File: config.mk
export PLATFORM = sky130hd
export DESIGN_NAME = tmcc_top
export DESIGN_NICKNAME = d
export VERILOG_FILES = /design/src/common/tmcc_pkg.sv /design/src/common/tmcc_reg_if.sv /design/src/verilog/tmcc_pair_regs.sv /design/src/verilog/tmcc_top.sv
export VERILOG_INCLUDE_DIRS = /design/src /design/src/common
export SDC_FILE = /design/constraint.sdc
export NUM_CORES = 1
export LEC_CHECK = 0
export ABC_AREA = 1
export BUFFER_PORTS_ARGS = -buffer_cell sky130_fd_sc_hd__buf_4
export CAP_MARGIN = 25
export CORE_MARGIN = 2
export CORE_UTILIZATION = 50
export DETAILED_ROUTE_END_ITERATION = 8
export GPL_ROUTABILITY_DRIVEN = 0
export GPL_TIMING_DRIVEN = 0
export PLACE_DENSITY = 0.81
export SLEW_MARGIN = 0
export SYNTH_ARGS = -nofsm -noshare
export SYNTH_HDL_FRONTEND = slang
export SYNTH_SLANG_ARGS = --single-unit
File: constraint.sdc
create_clock -name clk -period 2.4 [get_ports clk]
set_input_delay 0 -clock clk [delete_from_list [all_inputs] [get_ports clk]]
set_output_delay 0 -clock clk [all_outputs]
set_load 0.005 [all_outputs]
File: src/common/tmcc_cfg.svh
/*
 * Constants of the timer common core: register offsets, field positions,
 * reset values and divider masks.
 * Assumes it is included by bare name and only holds definitions.
 */
`ifndef TMCC_CFG_SVH
`define TMCC_CFG_SVH

// Word offsets on the bus, byte addresses
`define TMCC_ADR_CTRL0 8'h00
`define TMCC_ADR_CTRL1 8'h04
`define TMCC_ADR_CNT_L 8'h08
`define TMCC_ADR_CNT_H 8'h0C
`define TMCC_ADR_CMPA_L 8'h10
`define TMCC_ADR_CMPA_H 8'h14
`define TMCC_ADR_CMPP_L 8'h18
`define TMCC_ADR_CMPP_H 8'h1C
`define TMCC_ADR_STATUS 8'h20
`define TMCC_ADR_MASK 8'h24

// Control byte 0 fields
`define TMCC_C0_PAUSE 7
`define TMCC_C0_SEL_HI 6
`define TMCC_C0_SEL_LO 4
`define TMCC_C0_ON 3
`define TMCC_C0_WMASK 8'hF8

// Control byte 1 fields
`define TMCC_C1_MODE_HI 7
`define TMCC_C1_MODE_LO 6
`define TMCC_C1_IO_HI 5
`define TMCC_C1_IO_LO 4
`define TMCC_C1_OC 3
`define TMCC_C1_CCLR 0
`define TMCC_C1_WMASK 8'hF9

// Status and mask bits
`define TMCC_ST_A 0
`define TMCC_ST_P 1

// Reset values
`define TMCC_RST_BYTE 8'h00
`define TMCC_RST_WORD 16'h0000
`define TMCC_RST_FLAGS 2'h0
`define TMCC_RST_DIV 6'h00

// Prescaler masks: tick when all masked bits are ones
`define TMCC_DIV4_MASK 6'h03
`define TMCC_DIV16_MASK 6'h0F
`define TMCC_DIV64_MASK 6'h3F

`endif

File: src/common/tmcc_pkg.sv
/*
 * Types of the timer common core: modes, clock selects, core types,
 * register pair selection and single pulse states.
 * Assumes nothing beyond a SystemVerilog compiler.
 */
`default_nettype none

package tmcc_pkg;

    typedef enum logic [1:0] {
        MODE_CMP = 2'h0,
        MODE_SPO = 2'h1,
        MODE_PWM = 2'h2,
        MODE_TMR = 2'h3
    } tmcc_mode_t;

    typedef enum logic [2:0] {
        SEL_SYS4 = 3'h0,
        SEL_SYS = 3'h1,
        SEL_H16 = 3'h2,
        SEL_H64 = 3'h3,
        SEL_SUB = 3'h4,
        SEL_SUB2 = 3'h5,
        SEL_EXT_RISE = 3'h6,
        SEL_EXT_FALL = 3'h7
    } tmcc_clksel_t;

    typedef enum logic [1:0] {
        TYPE_COMPACT = 2'h0,
        TYPE_STANDARD = 2'h1,
        TYPE_PERIODIC = 2'h2
    } tmcc_type_t;

    typedef enum logic [1:0] {
        PAIR_CNT = 2'h0,
        PAIR_CMPA = 2'h1,
        PAIR_CMPP = 2'h2
    } tmcc_pair_t;

    typedef enum logic [2:0] {
        SP_IDLE = 3'b001,
        SP_PULSE = 3'b010,
        SP_DONE = 3'b100
    } tmcc_sp_t;

endpackage : tmcc_pkg

`default_nettype wire

File: src/common/tmcc_reg_if.sv
/*
 * Link between the timer core and its byte-buffered register pairs.
 * Assumes both ends run on the same clock; strobes last one cycle.
 */
`default_nettype none

interface tmcc_reg_if;
    import tmcc_pkg::*;
    logic wrLow;
    logic wrHigh;
    logic rdHigh;
    tmcc_pair_t pair;
    logic [7:0] wrByte;
    logic [7:0] cntLow;
    logic [15:0] cmpA;
    logic [15:0] cmpP;
    logic [7:0] bufByte;

    modport core (
        output wrLow, wrHigh, rdHigh, pair, wrByte, cntLow,
        input cmpA, cmpP, bufByte
    );
    modport regs (
        input wrLow, wrHigh, rdHigh, pair, wrByte, cntLow,
        output cmpA, cmpP, bufByte
    );
endinterface : tmcc_reg_if

`default_nettype wire

File: src/verilog/tmcc_pair_regs.sv
/*
 * Compare register pairs and the shared low byte buffer.
 * Assumes the core raises at most one strobe per cycle.
 */
`default_nettype none
`include "tmcc_cfg.svh"

module tmcc_pair_regs
    import tmcc_pkg::*;
(
    input wire logic clk,
    input wire logic resetn,
    tmcc_reg_if.regs bus
);

    logic [7:0] bufQ;
    logic [15:0] cmpAQ;
    logic [15:0] cmpPQ;

    assign bus.bufByte = bufQ;
    assign bus.cmpA = cmpAQ;
    assign bus.cmpP = cmpPQ;

    // Shared buffer: low writes land here, high reads snapshot into it
    always_ff @(posedge clk) begin
        if (!resetn) begin
            bufQ <= `TMCC_RST_BYTE;
        end else if (bus.wrLow) begin
            bufQ <= bus.wrByte;
        end else if (bus.rdHigh) begin
            case (bus.pair)
                PAIR_CNT: bufQ <= bus.cntLow;
                PAIR_CMPA: bufQ <= cmpAQ[7:0];
                PAIR_CMPP: bufQ <= cmpPQ[7:0];
                default: bufQ <= bufQ;
            endcase
        end
    end

    // Whole pair only changes on a high write, keeping both halves coherent
    always_ff @(posedge clk) begin
        if (!resetn) begin
            cmpAQ <= `TMCC_RST_WORD;
            cmpPQ <= `TMCC_RST_WORD;
        end else if (bus.wrHigh) begin
            if (bus.pair == PAIR_CMPA) begin
                cmpAQ <= {bus.wrByte, bufQ};
            end
            if (bus.pair == PAIR_CMPP) begin
                cmpPQ <= {bus.wrByte, bufQ};
            end
        end
    end

endmodule : tmcc_pair_regs

`default_nettype wire

File: src/verilog/tmcc_top.sv
/*
 * Timer common core: up-counter, comparators A and P, clock selection,
 * external clock/trigger input, one output pin, Wishbone register slave.
 * Assumes a classic Wishbone master on clk and asynchronous pin inputs.
 */
// How it works
// - Free-running up-counter compared continuously; equality is a match event.
// - A match raises an interrupt, may clear counter and change output.
// - Separate interrupt sources for comparator A and comparator P.
// - Three-bit select picks divided system, high, subsidiary or external clock.
// - With external clock selected, each active edge advances the counter.
// - External active edge is rising or falling per clock select.
// - Standard and periodic types use the external input as pulse trigger.
// - Compare output mode sets, clears or toggles the pin on match.
// - PWM waveform comes out on the same output pin.
// - High bytes are direct; low bytes pass through one shared buffer.
// - Buffer moves to or from low bytes only on high-byte access.
// - Low compare write only fills the buffer, live value unchanged.
// - High compare write stores high byte and commits buffered low byte.
// - High read returns high byte and snapshots live low byte.
// - Low read returns the buffer captured by the previous high read.
// - Three core types; compact lacks single pulse; PWM is edge aligned.
`default_nettype none
`include "tmcc_cfg.svh"

module tmcc_top
    import tmcc_pkg::*;
#(
    parameter tmcc_type_t TM_TYPE = TYPE_STANDARD
) (
    input wire logic clk,
    input wire logic resetn,
    input wire logic wb_cyc_i,
    input wire logic wb_stb_i,
    input wire logic wb_we_i,
    input wire logic [7:0] wb_adr_i,
    input wire logic [3:0] wb_sel_i,
    input wire logic [31:0] wb_dat_i,
    output logic [31:0] wb_dat_o,
    output logic wb_ack_o,
    input wire logic timerExtClockIn,
    input wire logic subsidiaryClock,
    output logic timerOutputPin,
    output logic irqOut
);

    // Compact cores have no single pulse mode
    localparam logic HAS_SP = (TM_TYPE != TYPE_COMPACT);

    logic [7:0] ctrl0Q;
    logic [7:0] ctrl1Q;
    logic [15:0] cntQ;
    logic [15:0] cntNext;
    logic [1:0] statusQ;
    logic [1:0] maskQ;
    logic [1:0] w1c;
    logic ackQ;
    logic [31:0] datQ;
    logic [7:0] rdByte;
    logic irqQ;
    logic outQ;
    logic onPrevQ;
    logic [5:0] divQ;
    logic extMetaQ, extSyncQ, extLastQ;
    logic subMetaQ, subSyncQ, subLastQ;
    tmcc_sp_t spQ;
    logic busReq, wrReq, rdReq;
    logic tick, running, onRise, clearHit, matchA, matchP, spTrig, restart;
    logic extRise, extFall, subRise, pwmLevel;
    logic ctrOn, ctrPause, outInit, clrOnA;
    logic [1:0] ioSel;
    tmcc_clksel_t clkSel;
    tmcc_mode_t mode;

    tmcc_reg_if regBus();

    tmcc_pair_regs u_pairs (
        .clk(clk),
        .resetn(resetn),
        .bus(regBus.regs)
    );

    // Word match on the aligned address
    function automatic logic isAt(input logic [7:0] adr,
                                  input logic [7:0] off);
        isAt = (adr[7:2] == off[7:2]);
    endfunction : isAt

    // Prescaler tap: true once per wrap of the masked bits
    function automatic logic divTap(input logic [5:0] cnt,
                                    input logic [5:0] msk);
        divTap = ((cnt & msk) == msk);
    endfunction : divTap

    // Field decode
    assign ctrOn = ctrl0Q[`TMCC_C0_ON];
    assign ctrPause = ctrl0Q[`TMCC_C0_PAUSE];
    assign clkSel = tmcc_clksel_t'(ctrl0Q[`TMCC_C0_SEL_HI:`TMCC_C0_SEL_LO]);
    assign mode = tmcc_mode_t'(ctrl1Q[`TMCC_C1_MODE_HI:`TMCC_C1_MODE_LO]);
    assign ioSel = ctrl1Q[`TMCC_C1_IO_HI:`TMCC_C1_IO_LO];
    assign outInit = ctrl1Q[`TMCC_C1_OC];
    assign clrOnA = ctrl1Q[`TMCC_C1_CCLR];

    // Bus request, one answer per request
    assign busReq = wb_cyc_i && wb_stb_i && !ackQ;
    assign wrReq = busReq && wb_we_i && wb_sel_i[0];
    assign rdReq = busReq && !wb_we_i;

    // Pin inputs: two flops, then an edge register after the second
    always_ff @(posedge clk) begin
        if (!resetn) begin
            extMetaQ <= 1'b0;
            extSyncQ <= 1'b0;
            extLastQ <= 1'b0;
            subMetaQ <= 1'b0;
            subSyncQ <= 1'b0;
            subLastQ <= 1'b0;
        end else begin
            extMetaQ <= timerExtClockIn;
            extSyncQ <= extMetaQ;
            extLastQ <= extSyncQ;
            subMetaQ <= subsidiaryClock;
            subSyncQ <= subMetaQ;
            subLastQ <= subSyncQ;
        end
    end

    assign extRise = extSyncQ && !extLastQ;
    assign extFall = !extSyncQ && extLastQ;
    assign subRise = subSyncQ && !subLastQ;

    // Free prescaler; high clock is taken as the system clock here
    always_ff @(posedge clk) begin
        if (!resetn) begin
            divQ <= `TMCC_RST_DIV;
        end else begin
            divQ <= divQ + 6'h01;
        end
    end

    // Counting tick select
    always_comb begin
        case (clkSel)
            SEL_SYS4: tick = divTap(divQ, `TMCC_DIV4_MASK);
            SEL_SYS: tick = 1'b1;
            SEL_H16: tick = divTap(divQ, `TMCC_DIV16_MASK);
            SEL_H64: tick = divTap(divQ, `TMCC_DIV64_MASK);
            SEL_SUB: tick = subRise;
            SEL_SUB2: tick = subRise;
            SEL_EXT_RISE: tick = extRise;
            SEL_EXT_FALL: tick = extFall;
            default: tick = 1'b0;
        endcase
    end

    // Single pulse trigger on the selected edge of the external input
    assign spTrig = HAS_SP && ctrOn && (mode == MODE_SPO) &&
                    (clkSel[0] ? extFall : extRise);
    assign onRise = ctrOn && !onPrevQ;
    assign restart = onRise || (spTrig && spQ != SP_PULSE); // No stale match
    // In single pulse mode the counter only runs during the pulse
    assign running = ctrOn && !ctrPause && !restart &&
                     (mode != MODE_SPO || !HAS_SP || spQ == SP_PULSE);
    assign clearHit = clrOnA ? (cntQ == regBus.cmpA)
                             : (cntQ == regBus.cmpP);
    assign cntNext = clearHit ? `TMCC_RST_WORD : cntQ + 16'h0001;
    // Event when the counter steps onto a compare value
    assign matchA = running && tick && (cntNext == regBus.cmpA);
    assign matchP = running && tick && (cntNext == regBus.cmpP);
    // Edge aligned: active from period start until A
    assign pwmLevel = (cntQ < regBus.cmpA) ? outInit : !outInit;

    // Counter; switch-on, or a trigger outside the pulse, restarts from zero
    always_ff @(posedge clk) begin
        if (!resetn) begin
            cntQ <= `TMCC_RST_WORD;
            onPrevQ <= 1'b0;
        end else begin
            onPrevQ <= ctrOn;
            if (restart) begin
                cntQ <= `TMCC_RST_WORD;
            end else if (running && tick) begin
                cntQ <= cntNext;
            end
        end
    end

    // Single pulse sequencer
    always_ff @(posedge clk) begin
        if (!resetn) begin
            spQ <= SP_IDLE;
        end else begin
            case (spQ)
                SP_IDLE: if (spTrig) begin
                    spQ <= SP_PULSE;
                end
                SP_PULSE: if (!ctrOn) begin
                    spQ <= SP_IDLE;
                end else if (matchA) begin
                    spQ <= SP_DONE;
                end
                SP_DONE: if (!ctrOn) begin
                    spQ <= SP_IDLE;
                end else if (spTrig) begin
                    spQ <= SP_PULSE;
                end
                default: spQ <= SP_IDLE;
            endcase
        end
    end

    // Output pin; timer mode leaves it alone
    always_ff @(posedge clk) begin
        if (!resetn) begin
            outQ <= 1'b0;
        end else if (onRise && mode != MODE_TMR) begin
            outQ <= outInit;
        end else if (ctrOn) begin
            case (mode)
                MODE_CMP: if (matchA) begin
                    case (ioSel)
                        2'h1: outQ <= 1'b0;
                        2'h2: outQ <= 1'b1;
                        2'h3: outQ <= !outQ;
                        default: outQ <= outQ;
                    endcase
                end
                MODE_PWM: begin
                    case (ioSel)
                        2'h0: outQ <= !outInit;
                        2'h1: outQ <= outInit;
                        2'h2: outQ <= pwmLevel;
                        default: outQ <= outQ;
                    endcase
                end
                MODE_SPO: if (spTrig && spQ != SP_PULSE) begin
                    outQ <= outInit;
                end else if (matchA && spQ == SP_PULSE) begin
                    outQ <= !outInit;
                end
                default: outQ <= outQ;
            endcase
        end
    end

    // Control registers
    always_ff @(posedge clk) begin
        if (!resetn) begin
            ctrl0Q <= `TMCC_RST_BYTE;
            ctrl1Q <= `TMCC_RST_BYTE;
            maskQ <= `TMCC_RST_FLAGS;
        end else if (wrReq) begin
            if (isAt(wb_adr_i, `TMCC_ADR_CTRL0)) begin
                ctrl0Q <= wb_dat_i[7:0] & `TMCC_C0_WMASK;
            end
            if (isAt(wb_adr_i, `TMCC_ADR_CTRL1)) begin
                ctrl1Q <= wb_dat_i[7:0] & `TMCC_C1_WMASK;
            end
            if (isAt(wb_adr_i, `TMCC_ADR_MASK)) begin
                maskQ <= wb_dat_i[1:0];
            end
        end
    end

    // Sticky flags; a new event beats a same-cycle clear
    assign w1c = (wrReq && isAt(wb_adr_i, `TMCC_ADR_STATUS)) ?
                 wb_dat_i[1:0] : 2'h0;

    always_ff @(posedge clk) begin
        if (!resetn) begin
            statusQ <= `TMCC_RST_FLAGS;
            irqQ <= 1'b0;
        end else begin
            statusQ <= (statusQ & ~w1c) | {matchP, matchA};
            irqQ <= |(statusQ & maskQ);
        end
    end

    // Strobes to the pair registers
    always_comb begin
        regBus.pair = PAIR_CNT;
        if (isAt(wb_adr_i, `TMCC_ADR_CMPA_L) ||
            isAt(wb_adr_i, `TMCC_ADR_CMPA_H)) begin
            regBus.pair = PAIR_CMPA;
        end else if (isAt(wb_adr_i, `TMCC_ADR_CMPP_L) ||
                     isAt(wb_adr_i, `TMCC_ADR_CMPP_H)) begin
            regBus.pair = PAIR_CMPP;
        end
    end

    // Counter pair is read only, so its low address never loads the buffer
    assign regBus.wrLow = wrReq && (isAt(wb_adr_i, `TMCC_ADR_CMPA_L) ||
                          isAt(wb_adr_i, `TMCC_ADR_CMPP_L));
    assign regBus.wrHigh = wrReq && (isAt(wb_adr_i, `TMCC_ADR_CMPA_H) ||
                           isAt(wb_adr_i, `TMCC_ADR_CMPP_H));
    assign regBus.rdHigh = rdReq && (isAt(wb_adr_i, `TMCC_ADR_CNT_H) ||
                           isAt(wb_adr_i, `TMCC_ADR_CMPA_H) ||
                           isAt(wb_adr_i, `TMCC_ADR_CMPP_H));
    assign regBus.wrByte = wb_dat_i[7:0];
    assign regBus.cntLow = cntQ[7:0];

    // Read mux; low addresses show the buffer, not live bytes
    always_comb begin
        rdByte = 8'h00;
        if (isAt(wb_adr_i, `TMCC_ADR_CTRL0)) begin
            rdByte = ctrl0Q;
        end else if (isAt(wb_adr_i, `TMCC_ADR_CTRL1)) begin
            rdByte = ctrl1Q;
        end else if (isAt(wb_adr_i, `TMCC_ADR_CNT_L) ||
                     isAt(wb_adr_i, `TMCC_ADR_CMPA_L) ||
                     isAt(wb_adr_i, `TMCC_ADR_CMPP_L)) begin
            rdByte = regBus.bufByte;
        end else if (isAt(wb_adr_i, `TMCC_ADR_CNT_H)) begin
            rdByte = cntQ[15:8];
        end else if (isAt(wb_adr_i, `TMCC_ADR_CMPA_H)) begin
            rdByte = regBus.cmpA[15:8];
        end else if (isAt(wb_adr_i, `TMCC_ADR_CMPP_H)) begin
            rdByte = regBus.cmpP[15:8];
        end else if (isAt(wb_adr_i, `TMCC_ADR_STATUS)) begin
            rdByte = {6'h00, statusQ};
        end else if (isAt(wb_adr_i, `TMCC_ADR_MASK)) begin
            rdByte = {6'h00, maskQ};
        end
    end

    // Registered answer one cycle after the request; unmapped reads zero
    always_ff @(posedge clk) begin
        if (!resetn) begin
            ackQ <= 1'b0;
            datQ <= 32'h0000_0000;
        end else begin
            ackQ <= busReq;
            if (rdReq) begin
                datQ <= {{24{1'b0}}, rdByte};
            end
        end
    end

    assign wb_ack_o = ackQ;
    assign wb_dat_o = datQ;
    assign timerOutputPin = outQ;
    assign irqOut = irqQ;
endmodule : tmcc_top

`default_nettype wire

* After elaboration in Yosys (flattened, before gate mapping)
Index checks and enable logic that the tools add are counted.
** Operators by class
- Eq/ne operators :: 41
- Multiplexer cells :: 32
- Order comparisons :: 1
- Bitwise gates (word level) :: 5
- Add/subtract/negate cells :: 2
- Reductions and logical operators :: 63
** Operator list (number)
- 16-bit equality test :: 4
- 8-bit two-way mux :: 8
- 6-bit by 3-bit equality test with 1-bit output (second input constant) :: 4
- 1-bit logical AND :: 24
- 8-bit one-hot mux with 3 select lines :: 1
- 16-bit by 1-bit adder with 16-bit output (second input constant) :: 1
- 16-bit less-than comparator :: 1
- 16-bit two-way mux :: 1
- 3-bit equality test (second input constant) :: 5
- 6-bit by 2-bit equality test with 1-bit output (second input constant) :: 2
- 6-bit by 4-bit equality test with 1-bit output (second input constant) :: 2
- 3-bit two-way mux :: 4
- 2-bit AND reduction :: 6
- 2-bit equality test (second input constant) :: 5
- 1-bit logical NOT :: 10
- 1-bit logical OR :: 10
- 2-bit two-way mux :: 5
- 3-bit by 2-bit equality test with 1-bit output (second input constant) :: 3
- 1-bit one-hot mux with 3 select lines :: 3
- 3-bit one-hot mux with 3 select lines :: 1
- 1-bit two-way mux :: 8
- 4-bit nonzero test :: 2
- 1-bit one-hot mux with 7 select lines :: 1
- 6-bit by 1-bit adder with 6-bit output (second input constant) :: 1
- 22 further kinds :: 32
** Storage, ports and cells
- Flip-flop bits (word level) :: 98
- Output and inout port bits :: 35
- Input bits :: 51
- Logic and storage cells :: 165

* Depth between registers and ports, before layout
Gate-level depths: netlist of the first run.
- Word-level depth :: 17
- Mapped depth :: 20
- Mapped depth without buffers :: 19

* Hierarchy
Synthesis of the first run repeated with hierarchy kept, for this count alone.
** Unflattened totals
- Cell total of the unflattened synthesis :: 999
- Area, all modules :: 6358.6 um2
** By module, submodules not included
- tmcc_top :: instances 1, cells each 742, seq. area each 1161.1 um2, area each 4593.2 um2
- tmcc_pair_regs :: instances 1, cells each 257, seq. area each 800.8 um2, area each 1765.4 um2

* Worst setup path after synthesis of the first run
Ideal clock, no wire load.
- Path kind :: reg2reg
- Start :: register u_pairs.cmpAQ[15] (netlist: u_pairs.bus.cmpA[15])
- End :: register outQ (netlist: timerOutputPin)
- Stages on the path, launching flop included :: 19
- Arrival time :: 2.109 ns
- Setup slack :: 0.178 ns
- Data required time :: 2.287 ns
- Period minus slack after synthesis :: 2.222 ns
- Library setup time :: 0.113 ns
- Cells stage by stage :: dfxtp_1 inv_1 ha_1 nand2_1 nor2_1 nand4_1 nor2_1 nand2_1 clkbuf_1 nand4_1 nand2_1 nor2_1 nand2_1 nor2_2 nand3_2 nand3_2 nand3_1 nand2_1 nor2_1
** On the way
- Longest elaborated chain between the ends :: 8
** RTL lines
- from (decl) :: RTL line tmcc_pair_regs.sv:17 : logic [15:0] cmpAQ;
- from (signal assigned) :: RTL line tmcc_pair_regs.sv:43 : cmpAQ <= `TMCC_RST_WORD;
- from (signal assigned) :: RTL line tmcc_pair_regs.sv:47 : cmpAQ <= {bus.wrByte, bufQ};
- parallel branches: the longest is 8 deep, another holds 16-bit less-than comparator
- to (signal assigned) :: RTL line tmcc_top.sv:237 : outQ <= outInit;
- to (signal assigned) :: RTL line tmcc_top.sv:239 : outQ <= !outInit;
- to (signal assigned) :: RTL line tmcc_top.sv:241 : default: outQ <= outQ;
- to (decl) :: RTL line tmcc_top.sv:61 : logic outQ;
Parallel ways; which one is timed is not known. The select of a mux whose other input is x is not followed.
A chain may end at the register's enable or synchronous reset.

* Worst setup path after layout of the first run
Same ends and word-level chain as after synthesis.

==> flow_summary.json, run 1 <==
{
  "status": "complete, but fails checks",
  "violations": "negative setup slack",
  "critical_path_peak_fanout": 7,
  "final_hold_viol_count": 0,
  "io_buffers": 32,
  "gr-usage-met3_pct": 5.54,
  "die_x_um": 115,
  "slew_violations": 0,
  "die_y_um": 115,
  "syn_area_um2": 6180,
  "seq_area_um2": 2010,
  "hpwlAfterDp_um": 14400,
  "reg2regPathDepth": 18,
  "peakVddDrop_uv": 395,
  "place_ws_ns": -0.428,
  "final_util_pct": 64.4,
  "layout.nets": 1105,
  "max_freq_mhz": 373,
  "clk_pin_slew_ns": 0.07,
  "min_period_over_period_pct": 112,
  "ant_nets": 0,
  "clk_latency_ns": 0.35,
  "final_common_cell": "nand2_1",
  "syn_area_per_cell_um2": 6.71,
  "grt_max_degree": 19,
  "start_util_pct": 51.4,
  "rows": 40,
  "min_period_ns": 2.68,
  "end_kind": "flop",
  "grt-busiest-layer": "met2",
  "cts_max_level": 3,
  "cts_sinks": 98,
  "tightest_slew_ns": 0.585,
  "rsz0062_at_grt": "yes",
  "drc": 0,
  "min_path_cells": 3,
  "drt-wirelength-per-cell_um": 17.4,
  "gr-usage-all-layers_pct": 30.1,
  "whs_ns": 0.0120,
  "yosysSeqAreaShare_pct": 31.8,
  "drive_above_1_share_pct": 24.1,
  "nFillCells": 981,
  "grt_pass1_vias": 6301,
  "final_cell_mix": "166 x nand2_1, 96 x inv_1, 92 x a21oi_1, 89 x o21ai_0, 88 x buf_4",
  "arrival_ns": 2.92,
  "synth_warnings": 0,
  "grt-ovfl-total": 0,
  "dr.pass1.iters": 8,
  "ys_types": 42,
  "clkPwrFrac_pct": 43.2,
  "multi_input_area_um2": 3800,
  "seqPwrFrac_pct": 49.9,
  "antenna_found_initial": 0,
  "viasPerCell": 5.87,
  "hold_path_class": "in2reg",
  "p_sw_uw": 832,
  "drtIter0Drc": 785,
  "timing.final.ws_setup_ns": -0.277,
  "sw_frac_of_total_pct": 25.4,
  "antennaDiodeCount": 0,
  "grt.met2_usage_pct": 46.9,
  "crit_required_ns": 2.64,
  "critPathLaunchType": "flop",
  "combPwrFrac_pct": 6.8,
  "met1_usage_pct": 39.0,
  "cts_tree": "done",
  "grt_pass1_wl_um": 31100,
  "p_int_uw": 2450,
  "vias": 6922,
  "syn-instance-count": 921,
  "finalSetupViolCount": 6,
  "drv_cap": 0,
  "cts_buffers": 9,
  "worstSetupPathType": "reg2reg",
  "syn_to_final_growth_pct": 25.3,
  "power_density_nw_per_um2": 424,
  "slew-limit-headroom_pct": 61.0,
  "io_pins": 86,
  "leakagePower_uw": 0.00330,
  "fin_worst_skew_ns": 0.0145,
  "drt_wl_total_um": 20500,
  "die_area_um2": 13300,
  "cts_root_buf": "clkbuf_16",
  "coreArea_um2": 12000,
  "ys_ff_latch": 98,
  "cts_buffer_depth": 2
}
[cell usage after synthesis (all sizes together)]
cell type,instances,area (um2)
nand2,182,688
inv,127,477
dfxtp,98,1960
a21oi,97,489
o21ai,95,475
nor2,89,352
nand3,49,320
buf,31,241
ha,26,325
nand4,24,150
clkbuf,22,83.8
xor2,18,158
o22ai,15,93.8
o221ai,11,96.3
nor3,10,66.3
a31oi,5,31.3
clkinv,4,15.0
a211oi,2,15.0
a221oi,2,17.5
a311oi,2,17.5
o2111ai,2,17.5
o211ai,2,15.0
a21boi,1,7.51
a22o,1,8.76
conb,1,3.75
nand3b,1,20.0
nor4,1,6.26
o31ai,1,7.51
or2,1,6.26
xnor2,1,8.76
[power groups by stage]
stage          registers [uW]  clock network, uW  logic (uW)
6_report                 1640               1420         224
5_1_grt                  1640               1490         244
4_1_cts                  1640               1430         211
3_5_place_dp             1680                  0         195
3_3_place_gp             1680                  0         192
2_1_floorplan            1680                  0         119
[per-layer routing]
metal  vias to the layer above  wire [um]
met2                       497       8920
met4                         0       1210
met5                         -          0
met1                      3086       8000
li1                       3233          -
met3                       106       2380
[per-stage QoR]
step	std cells	setup TNS, ns	power (uW)	area (um2)
floorplan	944	0	1800	6260
global placement	1123	-2.29	1880	6690
detailed placement	1123	-2.39	1880	6690
CTS	1169	-0.255	3280	7510
global route	1180	-1.54	3370	7740
finish	1180	-1.11	3280	7740
[worst max-delay path, stage by stage (launching register included)]
cell and delay [ns]:
dfxtp_2 0.35, inv_4 0.05, ha_4 0.27, nand2_4 0.06
nor2_4 0.11, nand4_1 0.22, nor2_2 0.26, nand2_4 0.14
buf_8 0.18, nand4_1 0.08, nand2_2 0.07, nor2_2 0.10
nand2_1 0.07, nor2_1 0.11, nand3_2 0.16, nand3_2 0.13
nand3_2 0.07, nand2_1 0.08, nor2_1 0.04
[layout make-up]
class / instances / area share [%]
sequential: 98 / 26.0
multi-input combinational: 662 / 49.1
clock inverter: 7 / 0.792
buffer: 52 / 4.50
inverter: 131 / 6.60
tap: 147 / 2.38
clock buffer: 9 / 2.91
timing repair buffer: 74 / 7.67
[logic make-up (layout without fill, tap and decap cells)]
logic type	Yosys count	after routing	synth area share, %
flops	98	98	31.8
simple gates	357	357	26.1
buf+inv	184	273	13.2
xor+xnor	19	19	2.69
other cells	1	24	0.0607
compound gates	236	236	20.9
fa+ha+maj	26	26	5.27
[sequential cells by signal (all words and copies together) (netlist names), 2 cells and up]
register and flops:
maskQ 2, statusQ 2, cntQ 16, ctrl0Q 5, u_pairs.bus.bufByte 8, u_pairs.bus.cmpA 16, ctrl1Q 6, u_pairs.bus.cmpP 16
spQ 3, divQ 6, wb_dat_o 8
[worst paths after layout]
kind | from | end | slack, ns
setup / recovery | u_pairs.bus.cmpA[15] | timerOutputPin | -0.28
hold / removal | wb_dat_i[4] | u_pairs.bus.cmpP[12] | 0.01
setup reg to reg | u_pairs.bus.cmpA[15] | timerOutputPin | -0.28
hold reg to reg | subMetaQ | subSyncQ | 0.41
[timing repair]
action	in CTS	in global routing
setup buffers	19	14
cloned	2	0
gates resized for setup	87	56
endpoints found under the setup margin	21	29
pin swaps	22	32
endpoints found under the hold margin	10	0
hold buffers	9	0
Power figures use the tool's default switching activity.
==> run 2, diff against run 1 <==
BUFFER_PORTS_ARGS = -buffer_cell sky130_fd_sc_hd__buf_2   (was -buffer_cell sky130_fd_sc_hd__buf_4)
CORE_ASPECT_RATIO = 1.2   (was not set)
PLACE_DENSITY = not set   (was 0.81)
PLACE_DENSITY_LB_ADDON = 0.12   (was not set)
==> run 2 against run 1 <==
Net effect:
- the flow still finishes with violations (negative setup slack)
- via count down 5.2%
- clock-buffer cell count up 1
- first-iteration DRC count down 26%
- register-to-register slack better by 0.09 ns
- clock skew down 0.0079 ns
- critical endpoint unchanged
- largest power group unchanged
==> flow_summary.json, run 2 (synthesized netlist as in run 1, its figures left out) <==
{
  "leakagePower_uw": 0.00327,
  "r2r_slack_ns": -0.19,
  "cts_tree": "done",
  "end_kind": "flop",
  "grt.met2_usage_pct": 50.4,
  "cp_num_buf_inv": 2,
  "critical_path_peak_fanout": 7,
  "gr-usage-met3_pct": 5.95,
  "sw_frac_of_total_pct": 23.6,
  "clk_latency_ns": 0.36,
  "worstSetupPathType": "reg2reg",
  "drt-wirelength-per-cell_um": 17.3,
  "p_int_uw": 2630,
  "io_buffers": 32,
  "reg2regPathDepth": 18,
  "seq_area_um2": 2010,
  "gr-usage-all-layers_pct": 31.2,
  "hold_path_class": "in2reg",
  "seqPwrFrac_pct": 47.6,
  "layout.nets": 1097,
  "cts_sinks": 98,
  "syn_to_final_growth_pct": 24.3,
  "die_y_um": 126,
  "cts_buffer_depth": 2,
  "nFillCells": 1112,
  "hp-start": "wb_dat_i[1]",
  "finalSetupViolCount": 5,
  "rows": 44,
  "rsz0062_at_grt": "yes",
  "slew-limit-headroom_pct": 59.1,
  "start_util_pct": 51.2,
  "final_cell_mix": "168 x nand2_1, 97 x inv_1, 93 x a21oi_1, 92 x o21ai_0, 75 x nor2_1",
  "cp_slowest_stage_delay_ns": 0.36,
  "antenna_found_initial": 0,
  "clkPwrFrac_pct": 46.4,
  "io_pins": 86,
  "fin_worst_skew_ns": 0.00662,
  "hpwlAfterDp_um": 15300,
  "drive_above_1_share_pct": 22.8,
  "die_area_um2": 13300,
  "critPathLaunchType": "flop",
  "drtIter0Drc": 581,
  "p_total_uw": 3440,
  "clk_pin_slew_ns": 0.07,
  "multi_input_area_um2": 3820,
  "crit_start": "u_pairs.bus.cmpA[13]",
  "postLayoutCellArea_um2": 7680,
  "slew_violations": 0,
  "final_common_cell": "nand2_1",
  "r2r-start": "u_pairs.bus.cmpA[13]",
  "min_period_ns": 2.59,
  "max_freq_mhz": 386,
  "met1_usage_pct": 39.6,
  "rr_endpoint": "timerOutputPin",
  "grt-busiest-layer": "met2",
  "crit_required_ns": 2.66,
  "grt_max_degree": 17,
  "drv_cap": 0,
  "final_hold_viol_count": 0,
  "cp_common_cell": "nor2_2",
  "min_period_over_period_pct": 108,
  "slowest_stage": "dfxtp_2",
  "place_area_um2": 6620,
  "power_density_nw_per_um2": 449,
  "antennaDiodeCount": 0,
  "peakVddDrop_uv": 473,
  "cts_root_buf": "clkbuf_16",
  "min_path_cells": 3,
  "drt_wl_total_um": 20500,
  "coreArea_um2": 12100,
  "min_to": "maskQ[1]",
  "vias": 6564,
  "p_sw_uw": 812,
  "viasPerCell": 5.54,
  "arrival_ns": 2.84,
  "tightest_slew_ns": 0.607,
  "die_x_um": 105,
  "timing.final.ws_setup_ns": -0.188,
  "dr.pass1.iters": 5,
  "cp_top_family": "simple AND/OR/NAND/NOR gates",
  "grt_pass1_wl_um": 32300,
  "combPwrFrac_pct": 6.0,
  "grt-ovfl-total": 0,
  "drc": 0,
  "cts_max_level": 3,
  "ant_nets": 0,
  "status": "complete, but fails checks",
  "path_cells": "inv_4 -> ha_4 -> nand2_4 -> nor2_4 -> nand4_1 -> nor2_2 -> nand2_4 -> buf_12 -> nand4_1 -> nand2_1 -> nor2_2 -> nand2_1 -> nor2_2 -> nand3_4 -> nand3_4 -> nand3_2 -> nand2_2 -> nor2_1",
  "grt_pass1_vias": 6091,
  "cts_buffers": 9,
  "violations": "negative setup slack"
}
run 2: cell types whose count changed in the layout (fill, tap and decap cells not counted), moves of 3 or more:
cell	change
buf_4	-41
buf_2	+32
dfxtp_1	+3
inv_6	+3
nand2_2	-3
o21ai_0	+3
run 2: power groups by stage:
stage | registers (uW) | clock network, uW | logic [uW]
2_1_floorplan | 1680 | 0 | 119
3_3_place_gp | 1680 | 0 | 185
3_5_place_dp | 1680 | 0 | 186
4_1_cts | 1640 | 1620 | 199
5_1_grt | 1640 | 1670 | 226
6_report | 1640 | 1600 | 206
run 2: stage by stage:
stage	hold WS, ns	cells	setup WS, ns	TNS, ns	utilization [%]
after detailed placement	0.186	1137	-0.535	-2.48	54.9
after CTS	0.00659	1182	-0.175	-0.617	62.5
after floorplan	0.0976	944	0.178	0	-
after global placement	0.183	1137	-0.546	-2.65	54.9
after global routing	0.0134	1185	-0.321	-1.17	63.7
final	0.00710	1185	-0.188	-0.551	63.7
run 2: area by class of cell:
| type | instances | area share (%) |
|---|---|---|
| Inverter | 131 | 6.68 |
| Sequential cell | 98 | 26.2 |
| Buffer | 52 | 4.50 |
| Clock inverter | 5 | 1.12 |
| Tap cell | 161 | 2.62 |
| Timing Repair Buffer | 66 | 6.14 |
| Multi-Input combinational cell | 662 | 49.8 |
| Clock buffer | 10 | 2.98 |
run 2: worst max-delay path by stage:
stage / to / slack, ns / depth (start not counted)
after floorplan: timerOutputPin / 0.18 / 18
after global placement: timerOutputPin / -0.55 / 19
after detailed placement: timerOutputPin / -0.53 / 19
after CTS: timerOutputPin / -0.18 / 18
after global routing: timerOutputPin / -0.32 / 18
final: timerOutputPin / -0.19 / 18
run 2: timing repair:
action / 4_1_cts / 5_1_grt
buffers inserted: 25 / 5
gates cloned: 2 / 0
hold buffers: 7 / 0
hold endpoints to repair: 10 / 0
pin swaps: 28 / 21
gates resized for setup: 97 / 37
endpoints found under the setup margin: 19 / 24
run 2: layer usage:
metal	vias up	wire, um
met5	-	0
met4	0	940
met3	62	1630
met2	283	9520
met1	3007	8400
li1	3212	-
run 2: worst min-delay path: stages:
cell     delay, ns
buf_2         0.15
nand3_1       0.10
a21oi_1       0.06
==> run 3, diff against run 2 <==
==> constraint.sdc (replaced) <==
create_clock -name clk -period 2.4 [get_ports clk]
set_input_delay 0.12 -clock clk [delete_from_list [all_inputs] [get_ports clk]]
set_output_delay 0.12 -clock clk [all_outputs]
set_load 0.005 [all_outputs]
==> run 3 against run 2 <==
Net effect:
- the flow still finishes with violations (negative setup slack)
- sequential power about the same
- setup slack improved by 0.0090 ns
- routed wire length shrank 0.31%
- clock-buffer cell count unchanged
- critical endpoint unchanged
==> flow_summary.json, run 3 (synthesized netlist as in run 1, its figures left out) <==
{
  "status": "complete, but fails checks",
  "violations": "negative setup slack",
  "hp-start": "wb_dat_i[2]",
  "crit_required_ns": 2.66,
  "clk_latency_ns": 0.36,
  "viasPerCell": 5.57,
  "min_period_over_period_pct": 107,
  "leakagePower_uw": 0.00325,
  "grt-ovfl-total": 0,
  "antennaDiodeCount": 0,
  "cts_tree": "done",
  "rr_endpoint": "timerOutputPin",
  "timing.final.ws_setup_ns": -0.179,
  "whs_ns": 0.0481,
  "min_period_ns": 2.58,
  "clk_pin_slew_ns": 0.07,
  "p_int_uw": 2630,
  "drive_above_1_share_pct": 22.9,
  "start_util_pct": 51.2,
  "grt_max_degree": 17,
  "critPathLaunchType": "flop",
  "grt-busiest-layer": "met2",
  "clkPwrFrac_pct": 46.5,
  "fin_worst_skew_ns": 0.00684,
  "seqPwrFrac_pct": 47.7,
  "placedCellCount": 1137,
  "grt_pass1_wl_um": 32100,
  "drt-wirelength-per-cell_um": 17.3,
  "met1_usage_pct": 39.6,
  "slew-limit-headroom_pct": 59.5,
  "final_cell_mix": "168 x nand2_1, 97 x inv_1, 93 x a21oi_1, 92 x o21ai_0, 75 x nor2_1",
  "arrival_ns": 2.83,
  "io_pins": 86,
  "layout.nets": 1092,
  "end_kind": "flop",
  "sw_frac_of_total_pct": 23.6,
  "io_buffers": 32,
  "dr.pass1.iters": 6,
  "max_freq_mhz": 388,
  "cts_buffer_depth": 2,
  "r2r-start": "u_pairs.bus.cmpA[13]",
  "vias": 6574,
  "gr-usage-all-layers_pct": 31.1,
  "combPwrFrac_pct": 5.8,
  "cts_buffers": 9,
  "cts_sinks": 98,
  "grt_pass1_vias": 6064,
  "tightest_slew_ns": 0.601,
  "finalSetupViolCount": 5,
  "worstSetupPathType": "reg2reg",
  "drt_wl_total_um": 20400,
  "final_hold_viol_count": 0,
  "p_sw_uw": 810,
  "syn_to_final_growth_pct": 23.5,
  "antenna_found_initial": 0,
  "rsz0062_at_grt": "yes",
  "die_area_um2": 13300,
  "final_common_cell": "nand2_1",
  "fin_cells": 1180,
  "reg2regPathDepth": 18,
  "die_x_um": 105,
  "min_to": "u_pairs.bus.cmpA[10]",
  "r2r_slack_ns": -0.18,
  "cts_root_buf": "clkbuf_16",
  "critical_path_peak_fanout": 7,
  "hpwlAfterDp_um": 15300,
  "slew_violations": 0,
  "ant_nets": 0,
  "gr-usage-met3_pct": 5.85,
  "die_y_um": 126,
  "coreArea_um2": 12100,
  "power_density_nw_per_um2": 450,
  "min_path_cells": 3,
  "hold_path_class": "in2reg",
  "drc": 0,
  "grt.met2_usage_pct": 50.1,
  "rows": 44,
  "drv_cap": 0,
  "drtIter0Drc": 537,
  "cts_max_level": 3,
  "peakVddDrop_uv": 473
}
## run 3: cell type report
| cell class | instances | area (um2) |
|---|---|---|
| Clock inverter | 5 | 86.3 |
| Clock buffer | 10 | 229 |
| Inverter | 131 | 513 |
| Tap cell | 161 | 201 |
| Fill cell | 1118 | 4430 |
| Timing Repair Buffer | 61 | 422 |
| Buffer | 52 | 345 |
| Multi-Input combinational cell | 662 | 3820 |
| Sequential cell | 98 | 2010 |
## run 3: repair_timing
item                                   in CTS  in global routing
endpoints found under the hold margin       2                  0
hold buffers                                2                  0
setup endpoints to repair                  19                 24
cloned                                      2                  0
buffers inserted                           25                  5
pin swaps                                  28                 21
gates resized for setup                    97                 37
## run 3: worst max path at each step
stage | from | to | slack [ns]
global placement | u_pairs.bus.cmpA[10] | timerOutputPin | -0.55
floorplan | u_pairs.bus.cmpA[15] | timerOutputPin | 0.18
finish | u_pairs.bus.cmpA[13] | timerOutputPin | -0.18
CTS | u_pairs.bus.cmpA[13] | timerOutputPin | -0.18
global route | u_pairs.bus.cmpA[13] | timerOutputPin | -0.32
detailed placement | u_pairs.bus.cmpA[10] | timerOutputPin | -0.53
## run 3: per-stage QoR
stage          instance area (um2)  total power (uW)  utilization (%)  setup slack [ns]  TNS (ns)
2_1_floorplan                 6260              1800                -             0.178         0
3_3_place_gp                  6620              1870             54.9            -0.546     -2.65
3_5_place_dp                  6620              1870             54.9            -0.535     -2.48
4_1_cts                       7480              3450             62.1            -0.175    -0.617
5_1_grt                       7630              3530             63.3            -0.321     -1.17
6_report                      7630              3440             63.3            -0.179    -0.514
## run 3: power groups by stage
stage,combinational (uW),clock [uW],sequential [uW]
after floorplan,119,0,1680
after global placement,185,0,1680
after detailed placement,186,0,1680
after CTS,193,1620,1640
final,199,1600,1640
after global routing,219,1670,1640
## run 3: critical path, cell delays in order (launching register included)
cell     delay (ns)
dfxtp_2        0.36
inv_4          0.05
ha_4           0.28
nand2_4        0.05
nor2_4         0.10
nand4_1        0.19
nor2_2         0.19
nand2_4        0.14
buf_12         0.18
nand4_1        0.08
nand2_1        0.06
nor2_2         0.12
nand2_1        0.09
nor2_2         0.12
nand3_4        0.16
nand3_4        0.11
nand3_2        0.08
nand2_2        0.08
nor2_1         0.03
## run 3: metal layers
metal	up-vias	wire length, um
met5	-	0
met4	0	953
met3	62	1520
met2	285	9490
met1	3012	8450
li1	3215	-
